<file path="src/rtl/sto_defines.svh">
// constants for the safe torque off sequencer
// What this block does
// - both shut-off inputs low: enter power-removed state, gate drive off
// - removed, no-alarm mode: flag on, ready/brake off, led blinks green
// - entry completes within 15 ms after both inputs go low
// - input low pulses of 1 ms or less are ignored
// - both inputs high: leave power removal, unexcited until clear
// - one input high alone never releases power removal
// - clear with excitation command: run, ready and brake on, led steady
// - off monitor high only while both inputs are low
// - exactly one input low: monitor low, motor unexcited
// - input a low kills upper arm drive, input b low kills lower arm
// - clear acts on rising edge (1, default) or level (2)
// - clear ignored for a programmable 0 to 100 ms after release
`ifndef STO_DEFINES_SVH
`define STO_DEFINES_SVH
`define STO_CLK_HZ          20000000
`define STO_FILTER_US       1000
`define STO_ENTRY_US        15000
`define STO_BLOCK_MAX_MS    100
`define STO_FILTER_CYC      ((`STO_CLK_HZ / 1000000) * `STO_FILTER_US)
`define STO_CYC_PER_MS      (`STO_CLK_HZ / 1000)
`define STO_LED_HALF_CYC    (`STO_CYC_PER_MS * 250)
`define STO_REG_CTRL        12'h000
`define STO_REG_STATUS      12'h004
`define STO_REG_IRQ_STAT    12'h008
`define STO_REG_IRQ_MASK    12'h00C
`define STO_CLR_EDGE        2'h1
`define STO_CLR_LEVEL       2'h2
`endif

</file>
<file path="src/rtl/sto_pkg.sv">
// types for the safe torque off sequencer
package sto_pkg;
  typedef enum logic [1:0] {
    STO_RUN     = 2'h0,
    STO_REMOVED = 2'h1,
    STO_WAIT    = 2'h3
  } sto_state_t;
endpackage

</file>
<file path="src/rtl/sto_sequencer.sv">
// safe torque off sequencer with apb register access
//
// Chosen here: the APB register port and the placing of the registers.
`timescale 1ns/1ns
`include "sto_defines.svh"
module sto_sequencer #(
  parameter int FILTER_CYC = `STO_FILTER_CYC,
  parameter int CYC_PER_MS = `STO_CYC_PER_MS,
  parameter int LED_HALF   = `STO_LED_HALF_CYC
) (
  // clock and reset
  input  wire logic        clk_sys_in,
  input  wire logic        arst_n_in,
  // apb slave
  input  wire logic        psel_in,
  input  wire logic        penable_in,
  input  wire logic        pwrite_in,
  input  wire logic [11:0] paddr_in,
  input  wire logic [31:0] pwdata_in,
  output logic      [31:0] prdata_out,
  output logic             pready_out,
  output logic             pslverr_out,
  // safety pins and drive requests
  input  wire logic        shutoff_in_a,
  input  wire logic        shutoff_in_b,
  input  wire logic        torque_off_clear,
  input  wire logic        excite_cmd_in,
  // drive status outputs
  output logic             off_monitor_out,
  output logic             torque_off_flag_out,
  output logic             drive_cmd_ready_out,
  output logic             ready_out,
  output logic             brake_release_out,
  output logic             power_alarm_led_out,
  output logic             gate_upper_en_out,
  output logic             gate_lower_en_out,
  output logic             excite_out,
  output logic             irq_out
);

  ////////////////////////////////////////////////////////////////////////////
  // input synchronisers, two flops each; reset reads every pin as off
  // so that a release always needs fresh evidence from the pins
  logic [2:0] sync1;
  logic [2:0] sync2;
  always_ff @(posedge clk_sys_in or negedge arst_n_in) begin
    if (!arst_n_in) begin
      sync1 <= 3'h0;
      sync2 <= 3'h0;
    end else begin
      sync1 <= {torque_off_clear, shutoff_in_b, shutoff_in_a};
      sync2 <= sync1;
    end
  end

  ////////////////////////////////////////////////////////////////////////////
  // pulse filter per channel: a low must outlast the filter time
  // off is claimed only after a full filtered low, never straight from reset,
  // so the monitor shows no false pulse when reset is released
  logic [1:0] chan_on;
  logic [1:0] chan_off;
  genvar g;
  generate
    for (g = 0; g < 2; g++) begin : g_filt
      logic [15:0] low_cnt;
      always_ff @(posedge clk_sys_in or negedge arst_n_in) begin
        if (!arst_n_in) begin
          low_cnt     <= 16'h0000;
          chan_on[g]  <= 1'b0;
          chan_off[g] <= 1'b0;
        end else if (sync2[g]) begin
          low_cnt     <= 16'h0000;
          chan_on[g]  <= 1'b1;
          chan_off[g] <= 1'b0;
        end else if (low_cnt >= 16'(FILTER_CYC)) begin
          chan_on[g]  <= 1'b0;
          chan_off[g] <= 1'b1;
        end else begin
          low_cnt <= low_cnt + 16'h0001;
        end
      end
    end
  endgenerate

  ////////////////////////////////////////////////////////////////////////////
  // registers
  logic [1:0] clr_mode;
  logic [6:0] block_ms;
  logic       alarm_mode;
  logic [2:0] irq_stat;
  logic [2:0] irq_mask;
  logic [2:0] ev;
  sto_pkg::sto_state_t state;

  wire rd_stat = psel_in && penable_in && !pwrite_in
                 && paddr_in == `STO_REG_IRQ_STAT;
  wire wr_en   = psel_in && penable_in && pwrite_in;

  // writable configuration
  always_ff @(posedge clk_sys_in or negedge arst_n_in) begin
    if (!arst_n_in) begin
      clr_mode   <= `STO_CLR_EDGE;
      block_ms   <= 7'h00;
      alarm_mode <= 1'b0;
      irq_mask   <= 3'h0;
    end else if (wr_en) begin
      if (paddr_in == `STO_REG_CTRL) begin
        if (pwdata_in[1:0] == `STO_CLR_EDGE
            || pwdata_in[1:0] == `STO_CLR_LEVEL)
          clr_mode <= pwdata_in[1:0];
        if (pwdata_in[14:8] <= 7'(`STO_BLOCK_MAX_MS))
          block_ms <= pwdata_in[14:8];
        alarm_mode <= pwdata_in[16];
      end else if (paddr_in == `STO_REG_IRQ_MASK) begin
        irq_mask <= pwdata_in[2:0];
      end
    end
  end

  // read mux, zero-wait answer
  always_ff @(posedge clk_sys_in or negedge arst_n_in) begin
    if (!arst_n_in) begin
      prdata_out  <= 32'h0000_0000;
      pready_out  <= 1'b0;
      pslverr_out <= 1'b0;
    end else begin
      pready_out  <= psel_in && !penable_in;
      pslverr_out <= 1'b0;
      if (psel_in && !penable_in) begin
        prdata_out <= 32'h0000_0000;
        if (paddr_in == `STO_REG_CTRL)
          prdata_out <= {15'h0, alarm_mode, 1'b0, block_ms, 6'h0, clr_mode};
        else if (paddr_in == `STO_REG_STATUS)
          prdata_out <= {24'h0, state, excite_out, off_monitor_out,
                         chan_on, sync2[1:0]};
        else if (paddr_in == `STO_REG_IRQ_STAT)
          // an event of the setup cycle is shown now, as the access clears
          prdata_out <= {29'h0, irq_stat | ev};
        else if (paddr_in == `STO_REG_IRQ_MASK)
          prdata_out <= {29'h0, irq_mask};
        else
          pslverr_out <= 1'b1;
      end
    end
  end

  ////////////////////////////////////////////////////////////////////////////
  // state machine
  wire both_off = chan_off[0] && chan_off[1];
  wire both_on  = chan_on[0] && chan_on[1];
  wire one_off  = chan_on[0] != chan_on[1];
  logic        clr_prev;
  logic [16:0] blk_cyc;
  logic [6:0]  blk_ms_cnt;
  wire blk_done = blk_ms_cnt >= block_ms;
  wire clr_hit  = (clr_mode == `STO_CLR_LEVEL) ? sync2[2]
                                                : (sync2[2] && !clr_prev);

  always_ff @(posedge clk_sys_in or negedge arst_n_in) begin
    if (!arst_n_in) begin
      clr_prev <= 1'b1;
    end else begin
      clr_prev <= sync2[2];
    end
  end

  // power state; reset assumes power removed until released
  always_ff @(posedge clk_sys_in or negedge arst_n_in) begin
    if (!arst_n_in) begin
      state <= sto_pkg::STO_REMOVED;
    end else begin
      case (state)
        sto_pkg::STO_RUN: begin
          if (both_off) state <= sto_pkg::STO_REMOVED;
        end
        sto_pkg::STO_REMOVED: begin
          if (both_on) state <= sto_pkg::STO_WAIT;
        end
        sto_pkg::STO_WAIT: begin
          if (both_off) state <= sto_pkg::STO_REMOVED;
          else if (both_on && blk_done && clr_hit && excite_cmd_in)
            state <= sto_pkg::STO_RUN;
        end
        default: state <= sto_pkg::STO_REMOVED;
      endcase
    end
  end

  // blocking timer after release, counted in ms
  always_ff @(posedge clk_sys_in or negedge arst_n_in) begin
    if (!arst_n_in) begin
      blk_cyc    <= 17'h00000;
      blk_ms_cnt <= 7'h00;
    end else if (state != sto_pkg::STO_WAIT) begin
      blk_cyc    <= 17'h00000;
      blk_ms_cnt <= 7'h00;
    end else if (!blk_done) begin
      if (blk_cyc >= 17'(CYC_PER_MS - 1)) begin
        blk_cyc    <= 17'h00000;
        blk_ms_cnt <= blk_ms_cnt + 7'h01;
      end else begin
        blk_cyc <= blk_cyc + 17'h00001;
      end
    end
  end

  ////////////////////////////////////////////////////////////////////////////
  // led blink timer
  logic [23:0] led_cnt;
  logic        blink;
  always_ff @(posedge clk_sys_in or negedge arst_n_in) begin
    if (!arst_n_in) begin
      led_cnt <= 24'h000000;
      blink   <= 1'b0;
    end else if (led_cnt >= 24'(LED_HALF - 1)) begin
      led_cnt <= 24'h000000;
      blink   <= !blink;
    end else begin
      led_cnt <= led_cnt + 24'h000001;
    end
  end

  // outputs
  wire run = state == sto_pkg::STO_RUN && !one_off;
  always_ff @(posedge clk_sys_in or negedge arst_n_in) begin
    if (!arst_n_in) begin
      off_monitor_out     <= 1'b0;
      torque_off_flag_out <= 1'b0;
      drive_cmd_ready_out <= 1'b0;
      ready_out           <= 1'b0;
      brake_release_out   <= 1'b0;
      power_alarm_led_out <= 1'b0;
      gate_upper_en_out   <= 1'b0;
      gate_lower_en_out   <= 1'b0;
      excite_out          <= 1'b0;
    end else begin
      off_monitor_out     <= both_off;
      gate_upper_en_out   <= chan_on[0] && run;
      gate_lower_en_out   <= chan_on[1] && run;
      excite_out          <= run;
      torque_off_flag_out <= !alarm_mode && state != sto_pkg::STO_RUN;
      drive_cmd_ready_out <= run;
      ready_out           <= run;
      brake_release_out   <= run;
      power_alarm_led_out <= run ? 1'b1 : blink;
    end
  end

  ////////////////////////////////////////////////////////////////////////////
  // interrupts: 0 entry, 1 release, 2 channel mismatch; read clears
  logic       one_off_d;
  sto_pkg::sto_state_t state_d;
  always_ff @(posedge clk_sys_in or negedge arst_n_in) begin
    if (!arst_n_in) begin
      state_d   <= sto_pkg::STO_REMOVED;
      one_off_d <= 1'b0;
    end else begin
      state_d   <= state;
      one_off_d <= one_off;
    end
  end
  assign ev = {one_off && !one_off_d,
               state == sto_pkg::STO_WAIT && state_d == sto_pkg::STO_REMOVED,
               state == sto_pkg::STO_REMOVED
               && state_d != sto_pkg::STO_REMOVED};

  // set wins over read clear
  always_ff @(posedge clk_sys_in or negedge arst_n_in) begin
    if (!arst_n_in) begin
      irq_stat <= 3'h0;
      irq_out  <= 1'b0;
    end else begin
      irq_stat <= (rd_stat ? 3'h0 : irq_stat) | ev;
      irq_out  <= |(((rd_stat ? 3'h0 : irq_stat) | ev) & irq_mask);
    end
  end

endmodule

</file>
<file path="config.mk">
export PLATFORM = sky130hd
export DESIGN_NAME = sto_sequencer
export DESIGN_NICKNAME = d
export VERILOG_FILES = /design/src/rtl/sto_pkg.sv /design/src/rtl/sto_sequencer.sv
export VERILOG_INCLUDE_DIRS = /design/src /design/src/rtl
export SDC_FILE = /design/constraint.sdc
export NUM_CORES = 1
export LEC_CHECK = 0
export BUFFER_PORTS_ARGS = -buffer_cell sky130_fd_sc_hd__buf_2
export CORE_MARGIN = 5
export CORE_UTILIZATION = 57
export DETAILED_ROUTE_END_ITERATION = 10
export HOLD_SLACK_MARGIN = 0.12
export PLACE_DENSITY = 0.79
export SLEW_MARGIN = 20
export SYNTH_ARGS = -nofsm -noshare
export SYNTH_HDL_FRONTEND = slang
export SYNTH_SLANG_ARGS = --single-unit
</file>
<file path="constraint.sdc">
create_clock -name clk_sys_in -period 2.8 [get_ports clk_sys_in]
set_input_delay 0.56 -clock clk_sys_in [delete_from_list [all_inputs] [get_ports clk_sys_in]]
set_output_delay 0.56 -clock clk_sys_in [all_outputs]
set_load 0.03 [all_outputs]
</file>
==> results of run 1 <==
## layer usage
metal | up-vias | GRT usage (%) | share of wire (%)
met4 | 0 | 8.410 | 2.0
met5 | - | 0 | 0
met2 | 116 | 36.59 | 50
met3 | 28 | 4.884 | 4.8
met1 | 2386 | 25.34 | 43
li1 | 2336 | - | -
## cells by family (layout without fill, tap and decap cells)
kind of cell    count (synthesis)  after routing
flops                         138            138
mux                             8              8
compound gates                118            118
fa+ha+maj                      15             15
xor+xnor                       50             50
other cells                     1             17
simple gates                  246            246
buf+inv                        58            131
## path summary, 6_finish.rpt
path	start	end	slack, ns
worst max-delay path	blk_cyc[12]$_DFFE_PN0P_	blk_cyc[11]$_DFFE_PN0P_	0.34
worst min-delay path	arst_n_in	prdata_out[2]$_DFFE_PN0P_	0.13
worst max register to register	blk_cyc[12]$_DFFE_PN0P_	blk_cyc[11]$_DFFE_PN0P_	0.34
worst min register to register	sync1[1]$_DFF_PN0_	sync2[1]$_DFF_PN0_	0.35
max in group asynchronous	arst_n_in	clr_prev$_DFF_PN1_	1.93
min in group clk_sys_in	torque_off_clear	sync1[2]$_DFF_PN0_	0.24
## cells in the final DEF (no fill, tap or decap), types with 17 or more instances in the layout
cell       Yosys  layout
clkbuf_16      0      17
a21oi_1       18      18
nor2_1        84      84
dfrtp_1      134     134
buf_4         19      17
nand3_1       27      27
inv_1         22      22
buf_2          1      58
conb_1         1      17
nand2_1       47      47
xor2_1        35      35
o21ai_0       37      37
## through the flow
stage / hold slack [ns] / power (mW) / setup WS, ns
6_report: 0.1294 / 5.017 / 0.3383
5_1_grt: 0.2117 / 5.216 / 0.1383
4_1_cts: 0.1733 / 5.046 / 0.3194
3_5_place_dp: 0.3397 / 2.653 / 0.04654
3_3_place_gp: 0.3338 / 2.621 / 0.07406
2_1_floorplan: 0.2644 / 2.498 / 0.1546
## flip-flops by register name, indices dropped and copies added (netlist names), 3 cells and up
name / flops
g_filt.low_cnt: 32
led_cnt: 24
blk_cyc: 17
prdata_out: 16
blk_ms_cnt: 7
block_ms: 7
irq_mask: 3
irq_stat: 3
sync1: 3
sync2: 3
## where the power goes
group          switching, mW  internal [mW]
registers              0.107           2.09
clock network          0.836           1.56
logic                  0.266          0.156
## worst max-delay path, cell delays in order (launching register included)
cell and delay (ns):
dfrtp_1 0.44, or2_1 0.25, a2111oi_0 0.56, o211ai_1 0.28, or2_2 0.46, o41ai_1 0.36
## final cells by class
type,instances,area share (%)
flip-flops and latches,138,45.40
multi-input cells,454,36.89
clock buffers,21,6.176
repair buffers,77,5.897
well taps,143,2.349
clock inverters,11,2.201
inverters,22,1.084
==> metrics.cfg, run 1 <==
[timing]
relSlewSlack_pct = 40.69
period_needed_ns = 2.462
slew_violations = 0
fmax_mhz = 406.2
setup_viol = 0
rsz0062_at_grt = false
hold_viol = 0
finClkSkew_ns = 0.006723
fin_crit_sh_pct = 87.92
worstMarginPinSlew_ns = 0.8894
tns_ns = 0

[synthesis]
synth_compound_area_share_pct = 12.34
yosysMostFrequentCell = dfrtp_1
synth-seq-cells = 138
synth_area_sq_mm = 0.006499
syn_inst = 634
synthTopCellsByCount = dfrtp_1, nor2_1, nand2_1
avgSynthCellArea_sq_um = 10.25
synth_top_cell_by_area = dfrtp_1
synth.distinct_cells = 62
yosysWarnings = 0
synth_edf_count = 0
synth_top_area_share_pct = 51.60
synth_top_family_by_area = simple AND/OR/NAND/NOR gates
synth-simple-area-share_pct = 18.93
synthMuxAreaShare_pct = 1.367
ys_seq_area_share_pct = 53.22
synthTopCellsByArea = dfrtp_1, nor2_1, xor2_1
synth-main-ff-cell = dfrtp_1
synth_xor_area_share_pct = 6.739
async_flop_share_pct = 100.0
synthAdderAreaFrac_pct = 2.888

[clock_network]
cts_buffer_depth = 2
holdBufCountCts = 0
clk_latency_ns = 0.42
post-cts-setup-buffers = 0
cts_tree = yes
clock-sinks = 138
cts-root-buf = clkbuf_16
htree_levels = 4
numCtsBuffers = 17
clk_pin_slew_ns = 0.06
post_cts_resized = 0

[hold_path]
min_path_type = in -> async

[floorplan]
start_util_pct = 57.65
core_area_sq_mm = 0.01127
die_x_um = 116.8
io_pins = 97
die_area_sq_mm = 0.01364
die_h_um = 116.8
std_cell_rows = 39

[detailed_routing]
wl_um = 13340
vias = 4866
postRouteAntennaNets = 0
drtIter0Drc = 282
drc = 0
wire_per_inst_um = 15.40
vias_per_cell = 5.619
drt-pass1-iter-count = 5

[power_and_ir_drop]
ir_drop_mv = 0.5599
leakagePower_nw = 3.568
power_density_mw_per_mm2 = 658.6

[grt]
antenna_found_initial = 0
grt_use_total_pct = 21.05
grt_pass1_vias = 5028
grt_overflow = 0
grt_max_degree = 72
grt_pass1_wl_um = 22810

[setup_path]
start_kind = flop
r2r_cells = 5
end_kind = flop
arrival_ns = 2.76
worstPathMaxFanout = 11
path_class = reg -> reg
required_ns = 3.10

[final_layout]
register_area_sq_mm = 0.003458
final_util_pct = 67.58
nets = 778
multiInputGateArea_sq_mm = 0.002810
antennaDiodeCount = 0
finalInstanceArea_sq_mm = 0.007617
n_fill_cell = 839
area_growth_pct = 17.21
layout-drive-gt1-share_pct = 18.53
final_cells = 866

[placement]
gp_congestion = 0.7889
port_buffers = 59
place_inst = 834
dp_hpwl_um = 8952
placed_area_sq_mm = 0.006979

[status]
status = completed

[flow_run]
max_cap_violations = 0

Power figures use the tool's default switching activity.
==> run 2, diff against run 1 <==
--- a/config.mk
+++ b/config.mk
@@ -8,10 +8,10 @@
 export LEC_CHECK = 0
 export BUFFER_PORTS_ARGS = -buffer_cell sky130_fd_sc_hd__buf_2
 export CORE_MARGIN = 5
-export CORE_UTILIZATION = 57
+export CORE_UTILIZATION = 52
 export DETAILED_ROUTE_END_ITERATION = 10
 export HOLD_SLACK_MARGIN = 0.12
-export PLACE_DENSITY = 0.79
+export PLACE_DENSITY = 0.76
 export SLEW_MARGIN = 20
 export SYNTH_ARGS = -nofsm -noshare
 export SYNTH_HDL_FRONTEND = slang
==> constraint.sdc (replaced) <==
create_clock -name clk_sys_in -period 2.2 [get_ports clk_sys_in]
set_input_delay 0.44 -clock clk_sys_in [delete_from_list [all_inputs] [get_ports clk_sys_in]]
set_output_delay 0.44 -clock clk_sys_in [all_outputs]
set_load 0.03 [all_outputs]
==> run 2 against run 1 <==
The run now ends with setup timing left. First-iteration DRC count is 0.35% lower. Largest cell class unchanged. Utilization decreased by 0.35 points. Sequential share of layout area down 2.9 points. Power grew 30%. Sequential power is 27% higher. Clock power grew 24%. Highest routed layer unchanged. Combinational power grew 83%. Register-to-register slack got worse by 0.42 ns.
==> metrics.cfg, run 2 (synthesized netlist as in run 1, its figures left out) <==
[status]
status = complete, but fails checks  ; was completed
violations = setup timing

[timing]
relSlewSlack_pct = 57.36  ; was 40.69%
fin_crit_sh_pct = 103.5  ; was 87.92%
setup_viol = 8  ; was 0
fmax_mhz = 439.2  ; was 406.2 MHz
rsz0062_at_grt = true  ; was false
finClkSkew_ns = 0.008946  ; was 0.006723 ns
setup_slack_ns = -0.07697  ; was 0.3383 ns
hold_viol = 0  ; unchanged
slew_violations = 0  ; unchanged
worstMarginPinSlew_ns = 0.6397  ; was 0.8894 ns
period_needed_ns = 2.277  ; was 2.462 ns

[power_and_ir_drop]
power_frac_clock_pct = 45.4  ; was 47.7%
leakagePower_nw = 3.820  ; was 3.568 nW
seqPwrFrac_pct = 42.7  ; was 43.9%
power_density_mw_per_mm2 = 800.6  ; was 658.6 mW/mm^2
pwr-share-comb_pct = 11.8  ; was 8.4%
ir_drop_mv = 0.4983  ; was 0.5599 mV
p_int_mw = 4.857  ; was 3.808 mW
sw_frac_of_total_pct = 25.50  ; was 24.09%
p_switching_mw = 1.663  ; was 1.209 mW

[floorplan]
start_util_pct = 53.66  ; was 57.65%
core_area_sq_mm = 0.01211  ; was 0.01127 sq mm
die_area_sq_mm = 0.01483  ; was 0.01364 sq mm
die_x_um = 121.8  ; was 116.8 um
io_pins = 97  ; unchanged
std_cell_rows = 40  ; was 39
die_h_um = 121.8  ; was 116.8 um

[final_layout]
largest-register = g_filt.low_cnt  ; unchanged
final_cells = 940  ; was 866
n_fill_cell = 917  ; was 839
final_util_pct = 67.23  ; was 67.58%
area_growth_pct = 25.30  ; was 17.21%
final_common_cell = dfrtp_1  ; unchanged
layout_common_cells = dfrtp_1, nor2_1, buf_2  ; unchanged
layout-drive-gt1-share_pct = 25.78  ; was 18.53%
largest_reg_flops = 32  ; unchanged
antennaDiodeCount = 0  ; unchanged
reg_top3 = g_filt.low_cnt (32), led_cnt (24), blk_cyc (17)  ; unchanged
nets = 827  ; was 778

[clock_network]
numCtsBuffers = 17  ; unchanged
clock-sinks = 138  ; unchanged
clk_pin_slew_ns = 0.06  ; about the same
cts_tree = yes  ; unchanged
htree_levels = 4  ; unchanged
cts_buffer_depth = 2  ; unchanged
cts-root-buf = clkbuf_16  ; unchanged
clk_latency_ns = 0.42  ; about the same

[setup_path]
path_class = reg -> reg  ; unchanged
start_kind = flop  ; unchanged
arrival_ns = 2.58  ; was 2.76 ns
required_ns = 2.50  ; was 3.10 ns
worstPathMaxFanout = 4  ; was 11
end_kind = flop  ; unchanged

[detailed_routing]
vias = 5111  ; was 4866
drtIter0Drc = 281  ; was 282
drc = 0  ; unchanged
vias_per_cell = 5.437  ; was 5.619
wl_um = 14300  ; was 13340 um
postRouteAntennaNets = 0  ; unchanged
wire_per_inst_um = 15.21  ; was 15.40 um
drt-pass1-iter-count = 4  ; was 5

[grt]
grt_overflow = 0  ; unchanged
grt_use_total_pct = 19.65  ; was 21.05%
grt_pass1_wl_um = 23480  ; was 22810 um
grt_pass1_vias = 5105  ; was 5028
antenna_found_initial = 0  ; unchanged
grt_max_degree = 65  ; was 72

[placement]
place_inst = 889  ; was 834
port_buffers = 59  ; unchanged
dp_hpwl_um = 9305  ; was 8952 um
gp_congestion = 0.8641  ; was 0.7889

[flow_run]
max_cap_violations = 0  ; unchanged

[hold_path]
min_path_type = in -> reg  ; was in -> async

## run 2: cell types whose count changed in the layout (fill, tap and decap cells not counted), sizes merged
cell           previous run  this run
dlygate4sd3               0         3
buf                      77       122
inv                      22        25
clkdlybuf4s15             0         1
clkbuf                   21        19
clkinv                    5         3
clkinvlp                  2         4
bufinv                    4         3
## run 2: per-stage QoR
stage	TNS (ns)	worst slack, ns	instance area [sq um]	total power [mW]	hold WS (ns)
floorplan	-0.3471	-0.3254	6563	3.180	0.1444
global placement	-1.123	-0.3662	7239	3.421	0.3295
detailed placement	-2.076	-0.4133	7239	3.460	0.3328
CTS	-0.05613	-0.03434	7986	6.452	0.1210
global route	-1.673	-0.1415	8143	6.788	0.1281
finish	-0.3090	-0.07697	8143	6.519	0.1431
## run 2: metal layers
| layer | vias to the layer above | wire length [um] | global-route usage (%) |
|---|---|---|---|
| met2 | 137 | 7275 | 33.46 |
| met4 | 0 | 318 | 8.053 |
| met3 | 33 | 783 | 4.921 |
| met1 | 2498 | 5922 | 23.87 |
| li1 | 2443 | - | - |
| met5 | - | 0 | 0 |
## run 2: power groups by stage
stage / logic (mW) / clock network [mW] / registers, mW
after CTS: 0.675 / 3.00 / 2.78
after global placement: 0.610 / 0 / 2.81
final: 0.771 / 2.96 / 2.79
after detailed placement: 0.637 / 0 / 2.82
after global routing: 0.852 / 3.13 / 2.80
after floorplan: 0.357 / 0 / 2.82
## run 2: worst max-delay path: stages (launching register included)
cell,delay [ns]
dfrtp_1,0.37
ha_2,0.21
nand4_1,0.11
or4_4,0.53
o211ai_1,0.15
buf_4,0.19
o21ai_4,0.07
clkdlybuf4s15_2,0.24
o21ai_0,0.23
a21oi_2,0.08
## run 2: repair_timing
action,4_1_cts,5_1_grt
resized for setup,8,27
buffers inserted,8,7
pin swaps,10,18
gates cloned,1,0
endpoints found under the hold margin,31,1
hold buffers,2,1
setup endpoints to repair,18,27
## run 2: worst paths after layout
path / slack (ns) / depth (start not counted) / endpoint / start
max: -0.08 / 9 / blk_ms_cnt[3]$_DFFE_PN0P_ / blk_cyc[1]$_DFFE_PN0P_
min: 0.14 / 1 / sync1[1]$_DFF_PN0_ / shutoff_in_b
max reg2reg: -0.08 / 9 / blk_ms_cnt[3]$_DFFE_PN0P_ / blk_cyc[1]$_DFFE_PN0P_
min reg2reg: 0.35 / 0 / sync2[1]$_DFF_PN0_ / sync1[1]$_DFF_PN0_
max in group asynchronous: 0.88 / 3 / blk_cyc[2]$_DFFE_PN0P_ / arst_n_in
min in group asynchronous: 0.47 / 2 / prdata_out[0]$_DFFE_PN0P_ / arst_n_in
## run 2: area by class of cell
type	count	area [sq um]	share of cell area [%]
clock buffer	19	452.9	5.562
clock inverter	13	165.2	2.028
inverter	22	82.58	1.014
multi-input combinational	454	2927	35.94
sequential	138	3458	42.47
tap	168	210.2	2.581
timing repair buffer	126	847.1	10.40
==> run 3, diff against run 2 <==
==> constraint.sdc (replaced) <==
create_clock -name clk_sys_in -period 2.2 [get_ports clk_sys_in]
set_input_delay 0.11 -clock clk_sys_in [delete_from_list [all_inputs] [get_ports clk_sys_in]]
set_output_delay 0.11 -clock clk_sys_in [all_outputs]
set_load 0.03 [all_outputs]
==> run 3 against run 2 <==
Non-clock buffer count up 13. Register-to-register slack improved by 0.097 ns. Critical path type unchanged. Fmax grew 4.5%. Combinational power fell by 6.9%. Final cell count rose by 1.3%. Critical path depth unchanged. The flow now finishes without violations. Hold slack improved by 0.0026 ns. Highest routed layer unchanged. Critical endpoint is now blk_ms_cnt[4]$_DFFE_PN0P_.
==> metrics.cfg, run 3 (synthesized netlist as in run 1, its figures left out) <==
[clock_network]
cts_buffer_depth = 2  ; unchanged
numCtsBuffers = 17  ; unchanged
htree_levels = 4  ; unchanged
clk_pin_slew_ns = 0.06  ; about the same
clk_latency_ns = 0.43  ; was 0.42 ns
cts-root-buf = clkbuf_16  ; unchanged
clock-sinks = 138  ; unchanged
cts_tree = yes  ; unchanged

[placement]
place_inst = 889  ; unchanged
dp_hpwl_um = 9360  ; was 9305 um
placed_area_sq_mm = 0.007239  ; unchanged
place_ws_ns = -0.09933  ; was -0.4133 ns
gp_congestion = 0.8618  ; was 0.8641
port_buffers = 59  ; unchanged

[setup_path]
worstPathMaxFanout = 5  ; was 4
r2r_start = blk_cyc[1]$_DFFE_PN0P_  ; unchanged
r2r_cells = 9  ; unchanged
worst_path_max_delay_cell = or4_4  ; unchanged
crit_path_max_incr_delay_ns = 0.51  ; was 0.53 ns
path_class = reg -> reg  ; unchanged
required_ns = 2.55  ; was 2.50 ns
crit_chain = ha_2, nand4_1, or4_4, o211ai_1, buf_4, o21ai_4, buf_6, or3_1, a21oi_2  ; was ha_2, nand4_1, or4_4, o211ai_1, buf_4, o21ai_4, clkdlybuf4s15_2, o21ai_0, a21oi_2
arrival_ns = 2.53  ; was 2.58 ns
start_kind = flop  ; unchanged
r2r-end = blk_ms_cnt[4]$_DFFE_PN0P_  ; was blk_ms_cnt[3]$_DFFE_PN0P_
rrSetupSlack_ns = 0.02  ; was -0.08 ns
end_kind = flop  ; unchanged

[detailed_routing]
vias_per_cell = 5.330  ; was 5.437
drtIter0Drc = 266  ; was 281
drc = 0  ; unchanged
drt-pass1-iter-count = 5  ; was 4
wire_per_inst_um = 15.04  ; was 15.21 um
postRouteAntennaNets = 0  ; unchanged
wl_um = 14320  ; was 14300 um
vias = 5074  ; was 5111

[hold_path]
min_path_type = in -> reg  ; unchanged
worstHoldPathCells = 4  ; was 1
hp-start = psel_in  ; was shutoff_in_b
min_to = irq_stat[2]$_DFF_PN0_  ; was sync1[1]$_DFF_PN0_

[timing]
worstMarginPinSlew_ns = 0.5089  ; was 0.6397 ns
tns_ns = 0  ; was -0.3090 ns
fmax_mhz = 458.8  ; was 439.2 MHz
slew_violations = 0  ; unchanged
setup_slack_ns = 0.02022  ; was -0.07697 ns
fin_crit_sh_pct = 99.08  ; was 103.5%
finClkSkew_ns = 0.01311  ; was 0.008946 ns
relSlewSlack_pct = 65.76  ; was 57.36%
period_needed_ns = 2.180  ; was 2.277 ns
hold_ws_ns = 0.1457  ; was 0.1431 ns
hold_viol = 0  ; unchanged
setup_viol = 0  ; was 8
rsz0062_at_grt = true  ; unchanged

[floorplan]
io_pins = 97  ; unchanged
die_x_um = 121.8  ; unchanged
die_h_um = 121.8  ; unchanged
core_area_sq_mm = 0.01211  ; unchanged
std_cell_rows = 40  ; unchanged
start_util_pct = 53.66  ; unchanged
die_area_sq_mm = 0.01483  ; unchanged

[grt]
grt_max_degree = 65  ; unchanged
grt_pass1_wl_um = 23940  ; was 23480 um
grt_overflow = 0  ; unchanged
grt_use_total_pct = 20.19  ; was 19.65%
antenna_found_initial = 0  ; unchanged
grt_pass1_vias = 5144  ; was 5105

[power_and_ir_drop]
p_total_mw = 6.284  ; was 6.519 mW
leakagePower_nw = 3.861  ; was 3.820 nW
ir_drop_mv = 0.5909  ; was 0.4983 mV
power_density_mw_per_mm2 = 762.2  ; was 800.6 mW/mm^2

[final_layout]
final_common_cell = dfrtp_1  ; unchanged
largest-register = g_filt.low_cnt  ; unchanged
largest_reg_flops = 32  ; unchanged
final_cells = 952  ; was 940
nets = 840  ; was 827
reg_top3 = g_filt.low_cnt (32), led_cnt (24), blk_cyc (17)  ; unchanged
layout_common_cells = dfrtp_1, nor2_1, buf_2  ; unchanged
n_fill_cell = 875  ; was 917
layout-drive-gt1-share_pct = 25.26  ; was 25.78%
finalInstanceArea_sq_mm = 0.008244  ; was 0.008143 sq mm
antennaDiodeCount = 0  ; unchanged
area_growth_pct = 26.86  ; was 25.30%
final_util_pct = 68.07  ; was 67.23%

[flow_run]
max_cap_violations = 0  ; unchanged

[status]
status = completed  ; was complete, but fails checks

## run 3: cell count changes in the layout (fill, tap and decap cells not counted), moves of 3 or more
cell           change
nand3_2            +4
buf_4              -3
buf_6              -3
nand3_1            -4
dlygate4sd3_1     +19
o41ai_2            +3
## run 3: power by group
part,internal [mW],switching [mW],total [mW]
clock network,1.72,1.07,2.79
logic,0.313,0.405,0.718
registers,2.67,0.109,2.77
## run 3: cell type report
type	instances	area (sq um)	share of cell area, %
clock inverter	11	121.4	1.472
tap	168	210.2	2.550
clock buffer	20	456.7	5.540
inverter	22	82.58	1.002
multi-input combinational	454	2939	35.65
timing repair buffer	139	974.7	11.82
sequential	138	3460	41.96
## run 3: per-layer routing
metal | vias up | share of wire (%) | global-route usage (%)
met4 | 0 | 2.1 | 8.754
met3 | 30 | 4.5 | 4.596
met5 | - | 0 | 0
met1 | 2427 | 43 | 24.14
li1 | 2462 | - | -
met2 | 155 | 51 | 34.94
## run 3: what timing repair did
action                                 4_1_cts  5_1_grt
buffers inserted                             3        6
gates cloned                                 0        1
hold buffers                                22        0
pin swaps                                    8       19
endpoints found under the hold margin      158        0
setup endpoints to repair                   12       28
gates resized for setup                      3       33
## run 3: how the worst max path moves through the flow
| stage | startpoint | endpoint | slack (ns) |
|---|---|---|---|
| 2_1_floorplan | paddr_in[7] | irq_out$_DFF_PN0_ | 0.005 |
| 3_3_place_gp | paddr_in[7] | irq_out$_DFF_PN0_ | -0.04 |
| 3_5_place_dp | paddr_in[7] | irq_out$_DFF_PN0_ | -0.1 |
| 4_1_cts | blk_cyc[13]$_DFFE_PN0P_ | blk_ms_cnt[6]$_DFFE_PN0P_ | 0.003 |
| 5_1_grt | blk_cyc[1]$_DFFE_PN0P_ | blk_ms_cnt[4]$_DFFE_PN0P_ | -0.07 |
| 6_report | blk_cyc[1]$_DFFE_PN0P_ | blk_ms_cnt[4]$_DFFE_PN0P_ | 0.02 |
## run 3: critical path, delay by kind of cell (launching register included)
family	cells	cell delay [ns]
compound gates	3	0.33
fa+ha+maj	1	0.18
buf+inv	2	0.30
flops	1	0.35
simple gates	3	0.94
